**src/rtl/fscx_pkg.sv**
```systemverilog
// Constants, types and helpers of the fail-safe clock exit block
// Operation
// - Fail-safe state ends only on reset or power-managed entry; otherwise it holds.
// - After reset, start the configured primary source with its start-up delay.
// - While the primary source starts, the system runs on the internal oscillator.
// - When primary is ready, switch to it and set the running flag.
// - After that switch the monitor resumes checking the primary clock.
// - If the primary source never gets ready, stay on the internal oscillator.
// - In that case the oscillator control register keeps its reset value.
// - Writing the control register then the sleep instruction clears fail-safe.
// - Clearing fail-safe via power-managed entry lets the monitor resume.
// - Sample clock is internal RC divided by 64; latch set/cleared by edges.
// - Failure when a sample clock falling edge finds the latch still set.
// - On failure set the fail flag, use internal clock, keep control register.
// - A failure also resets the watchdog counter and its postscaler; the block only gives a one-cycle watchdog_counter_reset pulse.
package fscx_pkg;

	// Register byte offsets
	localparam logic [7:0] ADDR_OSC_CTRL = 8'h00;
	localparam logic [7:0] ADDR_MON_STAT = 8'h04;
	localparam logic [7:0] ADDR_IRQ_STAT = 8'h08;
	localparam logic [7:0] ADDR_IRQ_CLR  = 8'h0c;
	localparam logic [7:0] ADDR_IRQ_EN   = 8'h10;

	// Oscillator control register layout
	localparam int         OSC_SCS_LSB   = 0;
	localparam int         OSC_RUN_BIT   = 3;
	localparam int         OSC_IRCF_LSB  = 4;
	localparam logic [7:0] OSC_CTRL_RST  = 8'h00;
	localparam logic [7:0] OSC_WR_MASK   = 8'h73;

	// Interrupt status layout
	localparam int         IRQ_FAIL_BIT  = 0;
	localparam int         IRQ_READY_BIT = 1;
	localparam logic [1:0] IRQ_RST       = 2'h0;

	// Primary oscillator modes from configuration
	localparam logic [1:0] MODE_EC       = 2'h0;
	localparam logic [1:0] MODE_XT       = 2'h1;
	localparam logic [1:0] MODE_XT_PLL   = 2'h2;

	// Timing
	localparam int         SAMPLE_DIV    = 64;
	localparam int         OST_EDGES     = 1024;
	localparam int         CLK_PERIOD_NS = 40;
	localparam int         PLL_LOCK_NS   = 100000;
	localparam int         PLL_LOCK_CYC  =
		(PLL_LOCK_NS + CLK_PERIOD_NS - 1) / CLK_PERIOD_NS;

	typedef enum logic [1:0] {
		ST_START,
		ST_PRIMARY,
		ST_FAILSAFE,
		ST_INTERNAL
	} fscx_state_t;

	function automatic logic fscx_fall(input logic prev, input logic cur);
		return prev & ~cur;
	endfunction : fscx_fall

	function automatic logic fscx_rise(input logic prev, input logic cur);
		return ~prev & cur;
	endfunction : fscx_rise

	function automatic logic fscx_wants_primary(input logic [7:0] ctrl);
		return ctrl[OSC_SCS_LSB +: 2] == 2'h0;
	endfunction : fscx_wants_primary

endpackage : fscx_pkg

```
**src/rtl/fscx_clk_switch.sv**
```systemverilog
// Break-before-make system clock multiplexer
`timescale 1ns/1ns
module fscx_clk_switch
	import fscx_pkg::*;
(
	// Clock and reset
	input  wire logic clk,
	input  wire logic rst,
	// Source levels
	input  wire logic primary_clk,
	input  wire logic internal_oscillator_clock,
	// Control
	input  wire logic sel_primary,
	input  wire logic force_off,
	// Result
	output logic      sys_clk,
	output logic      on_primary
);

	logic en_p_q;
	logic en_i_q;

	// Old gate drops only while its clock is low (primary also on force_off), new gate rises only
	// when both are off and its own clock is low
	always_ff @(posedge clk) begin
		if (rst) begin
			en_p_q <= 1'b0;
			en_i_q <= 1'b1;
		end else if (sel_primary) begin
			if (en_i_q && !internal_oscillator_clock)
				en_i_q <= 1'b0;
			else if (!en_i_q && !en_p_q && !primary_clk)
				en_p_q <= 1'b1;
		end else begin
			// A dead primary may never go low, so a failure cuts it at once
			if (en_p_q && (force_off || !primary_clk))
				en_p_q <= 1'b0;
			else if (!en_p_q && !en_i_q && !internal_oscillator_clock)
				en_i_q <= 1'b1;
		end
	end

	always_ff @(posedge clk) begin
		if (rst)
			sys_clk <= 1'b0;
		else
			sys_clk <= (primary_clk & en_p_q) |
				(internal_oscillator_clock & en_i_q);
	end

	assign on_primary = en_p_q;

	AST_NO_OVERLAP: assert property (@(posedge clk) disable iff (rst)
		!(en_p_q && en_i_q))
		else $error("both clock gates open");

endmodule : fscx_clk_switch

```
**src/rtl/fscx_top.sv**
```systemverilog
// Fail-safe clock exit, start-up, monitor and register slave
//
// The register addresses and the Wishbone register port were chosen for this implementation.
`timescale 1ns/1ns
module fscx_top
	import fscx_pkg::*;
#(
	parameter int OST_COUNT  = OST_EDGES,
	parameter int PLL_CYCLES = PLL_LOCK_CYC
) (
	// Clock and reset
	input  wire logic        clk,
	input  wire logic        rst,
	// Wishbone slave
	input  wire logic        wb_cyc,
	input  wire logic        wb_stb,
	input  wire logic        wb_we,
	input  wire logic [7:0]  wb_adr,
	input  wire logic [3:0]  wb_sel,
	input  wire logic [31:0] wb_dat_w,
	output logic      [31:0] wb_dat_r,
	output logic             wb_ack,
	// Clock source levels
	input  wire logic        primary_clk,
	input  wire logic        internal_oscillator_clock,
	input  wire logic        internal_rc_clock,
	// Configuration
	input  wire logic [1:0]  cfg_osc_mode,
	input  wire logic        cfg_monitor_en,
	// Core events
	input  wire logic        sleep_exec,
	input  wire logic        wake,
	// Outputs
	output logic             sys_clk,
	output logic             on_primary,
	output logic             power_managed,
	output logic             watchdog_counter_reset,
	output logic             irq
);

	fscx_state_t state_q;
	logic [7:0]  oscillator_control_register_q;
	logic [10:0] ost_cnt_q;
	logic [15:0] pll_cnt_q;
	logic        ost_done_q;
	logic        pll_done_q;
	logic        prim_prev_q;
	logic        rc_prev_q;
	logic [5:0]  div_q;
	logic        clock_monitor_latch_q;
	logic [1:0]  irq_stat_q;
	logic [1:0]  irq_en_q;
	logic        wdt_rst_q;
	logic        pm_q;
	logic        ack_q;
	logic [31:0] rdata_q;

	logic prim_fall;
	logic rc_rise;
	logic sample_rise;
	logic sample_fall;
	logic primary_ready;
	logic mon_active;
	logic fail_det;
	logic wb_req;
	logic wb_wr;
	logic osc_wr;
	logic restart;
	logic wants_primary;
	logic keep_primary;

	assign prim_fall   = fscx_fall(prim_prev_q, primary_clk);
	assign rc_rise     = fscx_rise(rc_prev_q, internal_rc_clock);
	// Sample clock is bit 5 of the divider: high for 32, low for 32
	assign sample_rise = rc_rise && div_q == 6'(SAMPLE_DIV / 2 - 1);
	assign sample_fall = rc_rise && div_q == 6'(SAMPLE_DIV - 1);

	assign wb_req  = wb_cyc && wb_stb;
	assign wb_wr   = wb_req && wb_we && ack_q && wb_sel[0];
	assign osc_wr  = wb_wr && wb_adr == ADDR_OSC_CTRL;
	assign wants_primary = fscx_wants_primary(oscillator_control_register_q);

	// External clock mode needs no delay, crystal modes wait for the
	// start-up timer, the PLL mode also for lock
	always_comb begin
		unique case (cfg_osc_mode)
			MODE_EC:     primary_ready = 1'b1;
			MODE_XT:     primary_ready = ost_done_q;
			MODE_XT_PLL: primary_ready = ost_done_q && pll_done_q;
			default:     primary_ready = ost_done_q;
		endcase
	end

	// Monitoring only makes sense once the system really runs on primary
	assign mon_active = cfg_monitor_en && state_q == ST_PRIMARY &&
		on_primary;
	assign fail_det = mon_active && sample_fall &&
		clock_monitor_latch_q;

	// Power-managed entry from fail-safe or internal that asks for primary restarts the start-up
	assign restart = sleep_exec && wants_primary &&
		state_q != ST_PRIMARY && state_q != ST_START;

	// Select drops in the detecting cycle: a dead primary stuck high
	// would otherwise keep its gate open until it went low
	assign keep_primary = state_q == ST_PRIMARY && !fail_det;

	always_ff @(posedge clk) begin
		if (rst) begin
			prim_prev_q <= 1'b0;
			rc_prev_q   <= 1'b0;
		end else begin
			prim_prev_q <= primary_clk;
			rc_prev_q   <= internal_rc_clock;
		end
	end

	always_ff @(posedge clk) begin
		if (rst)
			div_q <= 6'h00;
		else if (rc_rise)
			div_q <= div_q + 6'h01;
	end

	// Set by a falling monitored edge, cleared by the rising sample edge;
	// the set wins so a late edge still leaves the latch set, which the falling sample edge reads as a failure
	always_ff @(posedge clk) begin
		if (rst)
			clock_monitor_latch_q <= 1'b0;
		else if (prim_fall)
			clock_monitor_latch_q <= 1'b1;
		else if (sample_rise)
			clock_monitor_latch_q <= 1'b0;
	end

	// Start-up timer counts primary falling edges, then PLL lock cycles
	always_ff @(posedge clk) begin
		if (rst || restart) begin
			ost_cnt_q  <= 11'h000;
			ost_done_q <= 1'b0;
		end else if (state_q == ST_START && !ost_done_q && prim_fall) begin
			if (ost_cnt_q == 11'(OST_COUNT - 1))
				ost_done_q <= 1'b1;
			ost_cnt_q <= ost_cnt_q + 11'h001;
		end
	end

	always_ff @(posedge clk) begin
		if (rst || restart) begin
			pll_cnt_q  <= 16'h0000;
			pll_done_q <= 1'b0;
		end else if (state_q == ST_START && ost_done_q && !pll_done_q) begin
			if (pll_cnt_q == 16'(PLL_CYCLES - 1))
				pll_done_q <= 1'b1;
			pll_cnt_q <= pll_cnt_q + 16'h0001;
		end
	end

	always_ff @(posedge clk) begin
		if (rst) begin
			state_q <= ST_START;
		end else begin
			unique case (state_q)
				ST_START: begin
					if (sleep_exec && !wants_primary)
						state_q <= ST_INTERNAL;
					else if (primary_ready && !sleep_exec)
						state_q <= ST_PRIMARY;
					// A never-ready primary leaves us here until a sleep selects internal
				end
				ST_PRIMARY: begin
					if (fail_det)
						state_q <= ST_FAILSAFE;
					else if (sleep_exec && !wants_primary)
						state_q <= ST_INTERNAL;
				end
				ST_FAILSAFE: begin
					// Only power-managed entry leaves; reset is above
					if (sleep_exec)
						state_q <= wants_primary ? ST_START :
							ST_INTERNAL;
				end
				ST_INTERNAL: begin
					if (sleep_exec && wants_primary)
						state_q <= ST_START;
				end
			endcase
		end
	end

	// Running flag is hardware owned; a failure leaves the register alone
	// so it still names primary while the internal clock runs
	always_ff @(posedge clk) begin
		if (rst) begin
			oscillator_control_register_q <= OSC_CTRL_RST;
		end else begin
			if (osc_wr)
				oscillator_control_register_q[6:0] <=
					(wb_dat_w[6:0] & OSC_WR_MASK[6:0]) |
					(oscillator_control_register_q[6:0] & ~OSC_WR_MASK[6:0]);
			if (state_q == ST_START && primary_ready && !sleep_exec)
				oscillator_control_register_q[OSC_RUN_BIT] <= 1'b1;
			else if (sleep_exec && state_q != ST_PRIMARY)
				oscillator_control_register_q[OSC_RUN_BIT] <= 1'b0;
			else if (sleep_exec && !wants_primary)
				oscillator_control_register_q[OSC_RUN_BIT] <= 1'b0;
		end
	end

	always_ff @(posedge clk) begin
		if (rst)
			wdt_rst_q <= 1'b0;
		else
			wdt_rst_q <= fail_det;
	end

	always_ff @(posedge clk) begin
		if (rst)
			pm_q <= 1'b0;
		else if (sleep_exec)
			pm_q <= 1'b1;
		else if (wake)
			pm_q <= 1'b0;
	end

	// Sticky events; a new event beats a clear in the same cycle
	always_ff @(posedge clk) begin
		if (rst) begin
			irq_stat_q <= IRQ_RST;
		end else begin
			if (wb_wr && wb_adr == ADDR_IRQ_CLR)
				irq_stat_q <= irq_stat_q & ~wb_dat_w[1:0];
			if (fail_det)
				irq_stat_q[IRQ_FAIL_BIT] <= 1'b1;
			if (state_q == ST_START && primary_ready && !sleep_exec)
				irq_stat_q[IRQ_READY_BIT] <= 1'b1;
		end
	end

	always_ff @(posedge clk) begin
		if (rst)
			irq_en_q <= IRQ_RST;
		else if (wb_wr && wb_adr == ADDR_IRQ_EN)
			irq_en_q <= wb_dat_w[1:0];
	end

	// Ack one cycle after the strobe; writes land on the ack edge
	always_ff @(posedge clk) begin
		if (rst)
			ack_q <= 1'b0;
		else
			ack_q <= wb_req && !ack_q;
	end

	always_ff @(posedge clk) begin
		if (rst) begin
			rdata_q <= 32'h0000_0000;
		end else if (wb_req && !ack_q) begin
			unique case (wb_adr)
				ADDR_OSC_CTRL:
					rdata_q <= {24'h000000, oscillator_control_register_q};
				ADDR_MON_STAT:
					rdata_q <= {28'h0000000, clock_monitor_latch_q,
						on_primary, primary_ready,
						state_q == ST_FAILSAFE};
				ADDR_IRQ_STAT:
					rdata_q <= {30'h0, irq_stat_q};
				ADDR_IRQ_EN:
					rdata_q <= {30'h0, irq_en_q};
				default:
					rdata_q <= 32'h0000_0000;
			endcase
		end
	end

	fscx_clk_switch u_switch (
		.clk                       (clk),
		.rst                       (rst),
		.primary_clk               (primary_clk),
		.internal_oscillator_clock (internal_oscillator_clock),
		.sel_primary               (keep_primary),
		.force_off                 (fail_det),
		.sys_clk                   (sys_clk),
		.on_primary                (on_primary)
	);

	assign wb_ack                 = ack_q;
	assign wb_dat_r               = rdata_q;
	assign power_managed          = pm_q;
	assign watchdog_counter_reset = wdt_rst_q;
	assign irq                    = |(irq_stat_q & irq_en_q);

	AST_FS_HOLD: assert property (@(posedge clk) disable iff (rst)
		state_q == ST_FAILSAFE && !sleep_exec |=> state_q == ST_FAILSAFE)
		else $error("fail-safe left without sleep");

	AST_START_ON_INT: assert property (@(posedge clk) disable iff (rst)
		state_q == ST_START |-> !on_primary)
		else $error("primary gated during start-up");

	AST_READY_SWITCH: assert property (@(posedge clk) disable iff (rst)
		state_q == ST_START && primary_ready && !sleep_exec |=>
		state_q == ST_PRIMARY && oscillator_control_register_q[OSC_RUN_BIT])
		else $error("ready primary not taken");

	AST_MON_AFTER_SW: assert property (@(posedge clk) disable iff (rst)
		state_q == ST_PRIMARY && on_primary && cfg_monitor_en &&
		sample_fall && clock_monitor_latch_q |=> state_q == ST_FAILSAFE)
		else $error("monitor idle after switch to primary");

	AST_NEVER_READY: assert property (@(posedge clk) disable iff (rst)
		state_q == ST_START && !primary_ready && !sleep_exec |=>
		state_q == ST_START)
		else $error("left start without ready primary");

	AST_CTRL_KEPT: assert property (@(posedge clk) disable iff (rst)
		state_q == ST_START && !primary_ready && !osc_wr && !sleep_exec
		|=> $stable(oscillator_control_register_q))
		else $error("control register changed while not ready");

	AST_SLEEP_EXIT: assert property (@(posedge clk) disable iff (rst)
		state_q == ST_FAILSAFE && sleep_exec |=>
		state_q != ST_FAILSAFE ##1 !on_primary)
		else $error("sleep did not clear fail-safe");

	AST_LATCH_CLR: assert property (@(posedge clk) disable iff (rst)
		sample_rise && !prim_fall |=> !clock_monitor_latch_q)
		else $error("sample edge did not clear latch");

	AST_FAIL_EFFECT: assert property (@(posedge clk) disable iff (rst)
		mon_active && sample_fall && clock_monitor_latch_q |=>
		wdt_rst_q && irq_stat_q[IRQ_FAIL_BIT] && state_q == ST_FAILSAFE)
		else $error("failure not acted on");

	AST_FAIL_CTRL: assert property (@(posedge clk) disable iff (rst)
		fail_det && !osc_wr |=> $stable(oscillator_control_register_q)
		##1 !on_primary)
		else $error("failure touched control register");

	AST_WDT_PULSE: assert property (@(posedge clk) disable iff (rst)
		wdt_rst_q |-> $past(fail_det) ##1 !wdt_rst_q)
		else $error("watchdog reset not a single pulse");

	AST_FAIL_CUT: assert property (@(posedge clk) disable iff (rst)
		fail_det |=> !on_primary)
		else $error("primary gate open after failure");

	AST_FS_RESTART: assert property (@(posedge clk) disable iff (rst)
		state_q == ST_FAILSAFE && sleep_exec && wants_primary |=>
		state_q == ST_START && !ost_done_q && !pll_done_q)
		else $error("sleep exit did not restart start-up");

	AST_READY_EVENT: assert property (@(posedge clk) disable iff (rst)
		state_q == ST_START && primary_ready && !sleep_exec |=>
		irq_stat_q[IRQ_READY_BIT])
		else $error("ready event not recorded");

endmodule : fscx_top

```
**config.mk**
```make
export PLATFORM = sky130hd
export DESIGN_NAME = fscx_top
export DESIGN_NICKNAME = d
export VERILOG_FILES = /design/src/rtl/fscx_pkg.sv /design/src/rtl/fscx_clk_switch.sv /design/src/rtl/fscx_top.sv
export SDC_FILE = /design/constraint.sdc
export NUM_CORES = 1
export LEC_CHECK = 0
export ABC_CLOCK_PERIOD_IN_PS = 4200
export BUFFER_PORTS_ARGS = -buffer_cell sky130_fd_sc_hd__buf_2
export CORE_MARGIN = 4
export CORE_UTILIZATION = 50
export CTS_CLUSTER_DIAMETER = 200
export CTS_CLUSTER_SIZE = 24
export DETAILED_ROUTE_END_ITERATION = 10
export MAX_ROUTING_LAYER = met4
export PLACE_DENSITY_LB_ADDON = 0.08
export SYNTH_ARGS = -nofsm -noshare
export SYNTH_HDL_FRONTEND = slang
export SYNTH_SLANG_ARGS = --single-unit
```
**constraint.sdc**
```tcl
create_clock -name clk -period 4.2 [get_ports clk]
set_clock_uncertainty 0.05 [all_clocks]
set_input_delay 0.84 -clock clk [delete_from_list [all_inputs] [get_ports clk]]
set_output_delay 0.84 -clock clk [all_outputs]
set_load 0.005 [all_outputs]
```
==> out/qor.yml, run 1 <==
outcome: "finished clean"
combPwrFrac: 0.050
clk_pin_slew_ns: 0.07
end_kind: "flip-flop"
drive_gt1_frac: 0.158
cp.arrival_ns: 2.37
dieArea_sq_mm: 0.00744
cts_buffers: 9
netlist-cell-type-count: 51
dr.pass1.iters: 5
crit_path_cell_trace: "nor4b_4 -> nand4_2 -> or4_1 -> nand2_1"
yosys_warnings: 0
fp.coreArea_sq_mm: 0.00592
cts.sinks: 63
intPower_mw: 1.12
final_hold_viol_count: 0
antenna_left: 0
grt_busiest_layer: "met2"
hp-class: "reg2reg"
ir_drop_mv: 0.258
synthCells: 360
cts_tree: "yes"
drc: 0
multi_input_area_sq_mm: 0.00160
vias: 2523
min_from: "wb_dat_r[5]"
post_cts_buffers: 0
grt_max_degree: 34
syn_area_sq_mm: 0.00306
critPathKind: "reg2reg"
grt_usage: 0.175
seqCellArea_sq_mm: 0.00126
use_met1: 0.222
slew_headroom: 0.480
timing.fmax_ghz: 0.466
critical_path_required_ns: 4.42
cp-startpoint: "state_q[1]"
die_h_um: 86.2
viasPerCell: 5.33
fin_crit_sh: 0.511
p_sw_frac: 0.202
power_frac_seq: 0.438
detailed_place_hpwl_um: 4390
synth.avg_cell_area_sq_um: 8.50
synth_edf_count: 0
insertion_delay_ns: 0.33
synthTopCellsByArea: "dfxtp_1 41%, buf_4 6.1%, nor2_1 4.8%"
critPathSlowestCell: "nor4b_4"
nFillCells: 569
max_stage_delay_ns: 0.68
portBuffers: 39
root_buffer: "clkbuf_8"
grt_pass1_vias: 2327
tightest_slew_ns: 0.769
startpoint_type: "flip-flop"
diodes: 0
htreeDepth: 3
ys.flop_type: "dfxtp_1"
area_growth_pct: 13.2
cp_max_fo: 10
yosysSeqAreaShare: 0.412
cts_hold_buf: 0
io_pins: 95
setup_viol: 0
switching_power_mw: 0.283
die_w_um: 86.2
powerDensity_mw_per_mm2: 404
cts_resized: 0
ys_async_sr_fraction: 0
grt-ovfl-total: 0
rows: 28
post_drt_wl_per_cell_um: 13.0
initial_utilization: 0.517
clock_path_buffers: 2
finalCriticalPeriod_ns: 2.15
timing.final.ws_setup_ns: 2.05
place_ws_ns: 1.78
worstReg2RegStart: "state_q[1]"
final_net_count: 453
ys_seq_elements: 63
grt_pass1_wl_um: 10200
max_cap_viol_count: 0
yosysTopAreaCellShare: 0.412
clkPwrFrac: 0.512
rsz0062_at_grt: "no"
drt-total-wl_um: 6150
leakage_nw: 1.39
slew_viol_final: 0
synth_top_area_cell: "dfxtp_1"
antenna_found_initial: 0
grt.met2_usage: 0.273
finalWeightedCongestion: 0.787
finalSetupTns_ns: 0
drt_iter0_markers: 85
use_met3: 0.0342
## cells in the final DEF, fill, tap and decap left out, types with 11 or more instances in the layout
master,synthesis,routed
dfxtp_1,63,63
nor2_1,39,39
buf_2,0,39
nand2_1,31,31
a21oi_1,26,26
conb_1,1,25
nand3_1,18,18
o21ai_0,14,14
xor2_1,13,13
nand4_1,12,12
clkbuf_8,0,11
## cells by family after synthesis
| kind of cell | share of synthesized area |
|---|---|
| other | 0.00123 |
| adders and majority gates | 0.0123 |
| muxes | 0.0237 |
| DFF | 0.412 |
| AOI/OAI and AO/OA | 0.124 |
| and+or+nand+nor | 0.274 |
| xor gates and xnor gates | 0.0572 |
| buffers and inverters | 0.0957 |
## power by group through the flow
stage | Clock (mW) | Combinational [mW] | Sequential (mW)
floorplan | 0 | 0.0640 | 0.624
finish | 0.717 | 0.0699 | 0.613
global placement | 0 | 0.0685 | 0.626
CTS | 0.735 | 0.0696 | 0.613
detailed placement | 0 | 0.0693 | 0.627
global route | 0.758 | 0.0799 | 0.614
## critical path: cells and delay by family (launching register included)
family | cells | cell delay [ns]
simple gates | 4 | 1.62
flops | 1 | 0.41
## state kept, by name (all words and copies together) (netlist names), 2 cells and up
name                           count
state_q                            2
wb_dat_r                           7
pll_cnt_q                         16
oscillator_control_register_q      6
ost_cnt_q                         11
div_q                              6
irq_en_q                           2
irq_stat_q                         2
## metal layers
| metal | part of all wire | vias up |
|---|---|---|
| met3 | 0.045 | 7 |
| met4 | 0.010 | 0 |
| li1 | - | 1294 |
| met1 | 0.48 | 1170 |
| met2 | 0.47 | 52 |
| met5 | 0 | - |
## final timing paths
check,endpoint,cells after the start,slack [ns]
hold / removal,wb_dat_r[5],2,0.40
setup / recovery,pll_cnt_q[14],4,2.05
setup reg to reg,pll_cnt_q[14],4,2.05
hold reg to reg,wb_dat_r[5],2,0.40
## Yosys cell counts, types with 5 or more instances
| master | instances |
|---|---|
| a21oi_1 | 26 |
| and3_1 | 5 |
| buf_4 | 25 |
| clkbuf_1 | 13 |
| dfxtp_1 | 63 |
| inv_1 | 10 |
| mux2i_1 | 5 |
| nand2_1 | 31 |
| nand3_1 | 18 |
| nand4_1 | 12 |
| nor2_1 | 39 |
| nor2b_1 | 5 |
| o21ai_0 | 14 |
| o31ai_1 | 7 |
| or4_1 | 8 |
| xnor2_1 | 7 |
| xor2_1 | 13 |
## per-stage QoR
| step | hold WS [ns] | util | cell area, sq um | std cells | power (mW) |
|---|---|---|---|---|---|
| final | 0.402 | 0.585 | 3460 | 473 | 1.40 |
| after global routing | 0.434 | 0.585 | 3460 | 473 | 1.45 |
| after CTS | 0.407 | 0.585 | 3460 | 473 | 1.42 |
| after detailed placement | 0.391 | 0.538 | 3180 | 457 | 0.696 |
| after global placement | 0.387 | 0.538 | 3180 | 457 | 0.695 |
| after floorplan | 0.384 | - | 3150 | 384 | 0.688 |
## layout make-up
class                   instances  area share
multi-input cells             270       0.461
flip-flops and latches         63       0.364
repair buffers                 39      0.0564
clock buffers                  11      0.0437
clock inverters                 5      0.0368
well taps                      75      0.0271
inverters                      10      0.0108
Note: power is estimated with default switching activity, not from simulation.
==> run 2: changes to the inputs <==
--- a/config.mk
+++ b/config.mk
@@ -5,7 +5,8 @@
 export SDC_FILE = /design/constraint.sdc
 export NUM_CORES = 1
 export LEC_CHECK = 0
-export ABC_CLOCK_PERIOD_IN_PS = 4200
+export ABC_AREA = 1
+export ABC_CLOCK_PERIOD_IN_PS = 2000
 export BUFFER_PORTS_ARGS = -buffer_cell sky130_fd_sc_hd__buf_2
 export CORE_MARGIN = 4
 export CORE_UTILIZATION = 50
==> constraint.sdc (replaced) <==
create_clock -name clk -period 2 [get_ports clk]
set_clock_uncertainty 0.05 [all_clocks]
set_input_delay 0.4 -clock clk [delete_from_list [all_inputs] [get_ports clk]]
set_output_delay 0.4 -clock clk [all_outputs]
set_load 0.005 [all_outputs]
==> run 2 against run 1 <==
Utilization grew 0.98 points. Non-clock buffer count grew 7. Power rose by 90%. Maximum frequency increased by 29%. Combinational power grew to 3.6 times the previous value. Largest power group is now sequential cells. Sequential power rose by 120%. Largest cell class unchanged. Register-to-register slack got worse by 1.7 ns. Worst hold slack worse by 0.15 ns. Highest routed layer unchanged. Final area is 4.1% higher. Clock power grew 52%. Die area up 3.8%.
==> out/qor.yml, run 2 <==
top_register: "pll_cnt_q"
total_power_mw: 2.66  # +90%
yosys_warnings: 0  # unchanged
fin_util: 0.595  # +0.00980
hp-class: "in2reg"
cts_resized: 0  # unchanged
fin_area_sq_mm: 0.00360  # +4.1%
startpoint_type: "flip-flop"
antenna_left: 0  # unchanged
synth_top_area_cell: "dfxtp_1"
cp.arrival_ns: 1.84  # -0.53 ns
holdPathEnd: "power_managed"
placed_area_sq_mm: 0.00341  # +7.0%
worstReg2RegStart: "div_q[0]"
synthCells: 434  # +21%
yosysSeqAreaShare: 0.395  # -0.0167
layout_commonest_cell: "nand2_1"
synthTopCellsByArea: "dfxtp_1 40%, nand2_1 9.7%, a21oi_1 6.3%"
setup_viol: 0  # unchanged
end_kind: "flip-flop"
die_w_um: 87.9  # +1.9%
ir_drop_mv: 0.631  # +140%
cts_hold_buf: 0  # unchanged
finalCriticalPeriod_ns: 1.66  # -0.488 ns
placedCellCount: 548  # +20%
area_growth_pct: 13.0
outcome: "finished clean"
rrSetupSlack_ns: 0.34  # -1.71 ns
grt_max_degree: 22  # -35%
netlist-cell-type-count: 37  # -27%
cts_tree: "yes"
viasPerCell: 4.82  # -9.7%
critPathKind: "reg2reg"
finalSetupTns_ns: 0  # unchanged
drive_gt1_frac: 0.184  # +0.0258
ys_async_sr_fraction: 0  # unchanged
diodes: 0  # unchanged
drt_iter0_markers: 107  # +26%
grt-ovfl-total: 0  # unchanged
place_ws_ns: 0.301  # -1.48 ns
grt_pass1_wl_um: 10900  # +7.1%
ys_seq_elements: 63  # unchanged
vias: 2716  # +7.6%
cts_buffers: 9  # unchanged
min_from: "wake"
yosysTopAreaCellShare: 0.395  # -0.0167
grt_usage: 0.183  # +0.00806
synth.most_common_cell: "nand2_1"
dr.pass1.iters: 4  # -1
holdPathStages: 4  # +2
hold_ws_ns: 0.257  # -0.146 ns
finalWeightedCongestion: 0.840  # +6.8%
die_h_um: 87.9  # +1.9%
htreeDepth: 3  # unchanged
ys.flop_type: "dfxtp_1"
cp_max_fo: 4  # -6
largest_reg_flops: 16  # unchanged
synth_edf_count: 0  # unchanged
rsz0062_at_grt: "no"
instances_no_fill: 564  # +19%
r2r.worst_path.cells: 10  # +6
max_cap_viol_count: 0  # unchanged
post_drt_wl_per_cell_um: 11.1  # -15%
clock_path_buffers: 2  # unchanged
antenna_found_initial: 0  # unchanged
syn_area_sq_mm: 0.00319  # +4.2%
fin_crit_sh: 0.829  # +0.318
timing.fmax_ghz: 0.603  # +29%
final_cell_mix: "82 x nand2_1, 63 x dfxtp_1, 51 x inv_1"
portBuffers: 39  # unchanged
detailed_place_hpwl_um: 4820  # +9.8%
synth.avg_cell_area_sq_um: 7.35  # -14%
final_hold_viol_count: 0  # unchanged
drc: 0  # unchanged
timing.final.ws_setup_ns: 0.342  # -1.71 ns
timing.rr.end: "state_q[0]"
leakage_nw: 1.49  # +6.8%
dieArea_sq_mm: 0.00772  # +3.8%
synth_common_cells: "82 x nand2_1, 63 x dfxtp_1, 51 x inv_1, 47 x nor2_1, 40 x a21oi_1"
post_cts_buffers: 0  # unchanged
powerDensity_mw_per_mm2: 738  # +83%
final_net_count: 544  # +20%
slew_viol_final: 0  # unchanged
root_buffer: "clkbuf_8"
rows: 28  # unchanged
clk_pin_slew_ns: 0.07  # about the same
fp.coreArea_sq_mm: 0.00606  # +2.4%
cts.sinks: 63  # unchanged
grt_pass1_vias: 2566  # +10%
initial_utilization: 0.526  # +0.00931
drt-total-wl_um: 6240  # +1.4%
io_pins: 95  # unchanged
insertion_delay_ns: 0.34  # about the same
critical_path_required_ns: 2.18  # -2.24 ns
run 2: power by group:
| part | leakage (nW) | internal, mW | switching [mW] |
|---|---|---|---|
| clock | 0.0956 | 0.576 | 0.516 |
| sequential | 0.511 | 1.29 | 0.0309 |
| combinational | 0.884 | 0.0920 | 0.160 |
| total | 1.49 | 1.95 | 0.706 |
run 2: kinds of logic after synthesis:
kind of cell	share of synthesized area
and+or+nand+nor	0.297
buffers and inverters	0.133
AOI/OAI and AO/OA	0.142
adders and majority gates	0.0118
other	0.00118
DFF	0.395
xor gates and xnor gates	0.0192
run 2: worst max path at each step:
stage / from / to / slack (ns) / depth (start not counted)
after floorplan: div_q[0] / state_q[0] / 0.59 / 10
after global placement: wb_adr[5] / oscillator_control_register_q[1] / 0.33 / 10
after detailed placement: wb_adr[5] / oscillator_control_register_q[1] / 0.30 / 10
after CTS: div_q[0] / state_q[0] / 0.33 / 10
after global routing: div_q[0] / state_q[0] / 0.09 / 10
final: div_q[0] / state_q[0] / 0.34 / 10
run 2: routing by layer:
layer  up-vias  routed length, um  GRT usage  share of wire
met1      1183               2920      0.212           0.47
met4         0                 64     0.0502          0.010
met2        54               2890      0.306           0.46
met3         8                366     0.0546          0.059
met5         -                  0          -              0
li1       1471                  -          -              -
run 2: cell type report:
cell class / instances / area, sq um
Sequential cell: 63 / 1260
Timing Repair Buffer: 46 / 248
Tap cell: 75 / 93.8
Fill cell: 577 / 2460
Clock inverter: 7 / 72.6
Clock buffer: 9 / 124
Inverter: 56 / 211
Multi-Input combinational cell: 308 / 1590
run 2: worst max-delay path: stages (launching register included):
cell     delay [ns]
dfxtp_1        0.36
ha_1           0.16
nand3_1        0.14
nor3_2         0.27
nand2_1        0.14
nand2_1        0.12
nand2_1        0.05
nand2_1        0.09
nand3_1        0.08
nand2_1        0.06
nor2_1         0.04
==> run 3: changes to the inputs <==
--- a/config.mk
+++ b/config.mk
@@ -6,10 +6,10 @@
 export NUM_CORES = 1
 export LEC_CHECK = 0
 export ABC_AREA = 1
-export ABC_CLOCK_PERIOD_IN_PS = 2000
+export ABC_CLOCK_PERIOD_IN_PS = 1400
 export BUFFER_PORTS_ARGS = -buffer_cell sky130_fd_sc_hd__buf_2
 export CORE_MARGIN = 4
-export CORE_UTILIZATION = 50
+export CORE_UTILIZATION = 47
 export CTS_CLUSTER_DIAMETER = 200
 export CTS_CLUSTER_SIZE = 24
 export DETAILED_ROUTE_END_ITERATION = 10
==> constraint.sdc (replaced) <==
create_clock -name clk -period 1.4 [get_ports clk]
set_clock_uncertainty 0.05 [all_clocks]
set_input_delay 0.28 -clock clk [delete_from_list [all_inputs] [get_ports clk]]
set_output_delay 0.28 -clock clk [all_outputs]
set_load 0.005 [all_outputs]
==> run 3 against run 2 <==
Final area increased by 11%. Sequential cell count unchanged. Count of clock-buffer cells in the layout up 1. Maximum frequency rose by 19%. Clock power increased by 41%. Utilization increased by 2.6 points. Largest power group unchanged.
==> out/qor.yml, run 3 (synthesis gave the netlist of run 2 again) <==
outcome: "finished clean"
dr.pass1.iters: 4  # unchanged
total_power_mw: 3.90  # +47%
setup_viol: 0  # unchanged
startpoint_type: "flip-flop"
clkPwrFrac: 0.396  # -0.014
vias: 2944  # +8.4%
portBuffers: 39  # unchanged
switching_power_mw: 1.01  # +43%
powerDensity_mw_per_mm2: 973  # +32%
critPathKind: "reg2reg"
cts.sinks: 63  # unchanged
root_buffer: "clkbuf_8"
viasPerCell: 4.89  # +1.6%
layout_commonest_cell: "nand2_1"
rows: 29  # +3.6%
timing.final.ws_setup_ns: 0.00782  # -0.335 ns
antenna_left: 0  # unchanged
antenna_found_initial: 0  # unchanged
end_kind: "flip-flop"
detailed_place_hpwl_um: 5210  # +8.1%
insertion_delay_ns: 0.34  # about the same
place_ws_ns: -0.108  # -0.410 ns
leakage_nw: 1.70  # +14%
ir_drop_mv: 0.566  # -10%
grt_pass1_vias: 2763  # +7.7%
p_sw_frac: 0.259  # -0.00611
combPwrFrac: 0.122  # +0.027
post_drt_wl_per_cell_um: 11.6  # +4.8%
dieArea_sq_mm: 0.00817  # +5.8%
hp-class: "in2reg"
htreeDepth: 3  # unchanged
final_net_count: 582  # +7.0%
die_w_um: 90.4  # +2.9%
clock_path_buffers: 2  # unchanged
hold_ws_ns: 0.139  # -0.117 ns
critical_path_required_ns: 1.62  # -0.56 ns
grt_max_degree: 22  # unchanged
fin_crit_sh: 0.994  # +0.166
grt_pass1_wl_um: 11900  # +8.6%
drc: 0  # unchanged
drt-total-wl_um: 6980  # +12%
finalCriticalPeriod_ns: 1.39  # -0.265 ns
drive_gt1_frac: 0.299  # +0.115
cp_max_fo: 5  # +1
rsz0062_at_grt: "yes"
cts_tree: "yes"
intPower_mw: 2.89  # +48%
timing.fmax_ghz: 0.718  # +19%
area_growth_pct: 25.7
io_pins: 95  # unchanged
finalWeightedCongestion: 0.835  # -0.70%
largest_reg_flops: 16  # unchanged
finalSetupTns_ns: 0  # unchanged
grt-ovfl-total: 0  # unchanged
max_cap_viol_count: 0  # unchanged
top_register: "pll_cnt_q"
power_frac_seq: 0.482  # -0.013
final_cell_mix: "76 x nand2_1, 58 x dfxtp_1, 49 x inv_1"
initial_utilization: 0.494  # -0.0324
die_h_um: 90.4  # +2.9%
grt_usage: 0.182  # -0.000361
diodes: 0  # unchanged
slew_viol_final: 0  # unchanged
final_hold_viol_count: 0  # unchanged
fp.coreArea_sq_mm: 0.00646  # +6.6%
cp.arrival_ns: 1.62  # -0.22 ns
clk_pin_slew_ns: 0.07  # about the same
cts_buffers: 9  # unchanged
drt_iter0_markers: 107  # unchanged
[run 3: per-stage QoR]
step	utilization	cells	instance area, sq um
after floorplan	-	458	3300
after global placement	0.570	583	3680
after detailed placement	0.570	583	3680
after CTS	0.601	598	3880
after global routing	0.621	602	4010
final	0.621	602	4010
[run 3: worst paths after layout]
check        cells after the start                              from  slack (ns)       endpoint
max                              7                        state_q[1]       0.008  ost_cnt_q[10]
min reg2reg                      2  oscillator_control_register_q[6]        0.41    wb_dat_r[6]
max reg2reg                      7                        state_q[1]       0.008  ost_cnt_q[10]
min                              4                              wake        0.14  power_managed
[run 3: final cells by class]
class | count | area (sq um)
well taps | 77 | 96.3
multi-input cells | 308 | 1710
clock buffers | 10 | 138
repair buffers | 84 | 537
clock inverters | 4 | 47.5
flip-flops and latches | 63 | 1270
inverters | 56 | 215
fillers | 620 | 2450
[run 3: power groups by stage]
stage	Sequential (mW)	Combinational (mW)	Clock (mW)
after CTS	1.88	0.454	1.58
after global placement	1.91	0.442	0
after global routing	1.88	0.536	1.68
after detailed placement	1.92	0.446	0
final	1.88	0.476	1.54
after floorplan	1.92	0.291	0
[run 3: routing by layer]
metal | GRT usage | wire, um
met5 | - | 0
met3 | 0.0458 | 328
met1 | 0.216 | 3140
met2 | 0.293 | 3400
met4 | 0.0804 | 118
[run 3: critical path: stages (launching register included)]
cell and delay, ns:
dfxtp_2 0.34, nor2_4 0.18, nand4_4 0.18, nor2_4 0.18
nand3_4 0.10, nor2_4 0.09, nand2_2 0.08, a21oi_2 0.13
[run 3: what timing repair did]
| action | 4_1_cts | 5_1_grt |
|---|---|---|
| resized for setup | 3 | 32 |
| hold endpoints to repair | 0 | 0 |
| gates cloned | 0 | 0 |
| hold buffers | 0 | 0 |
| setup buffers | 1 | 4 |
| setup endpoints to repair | 5 | 33 |
| pin swaps | 5 | 11 |
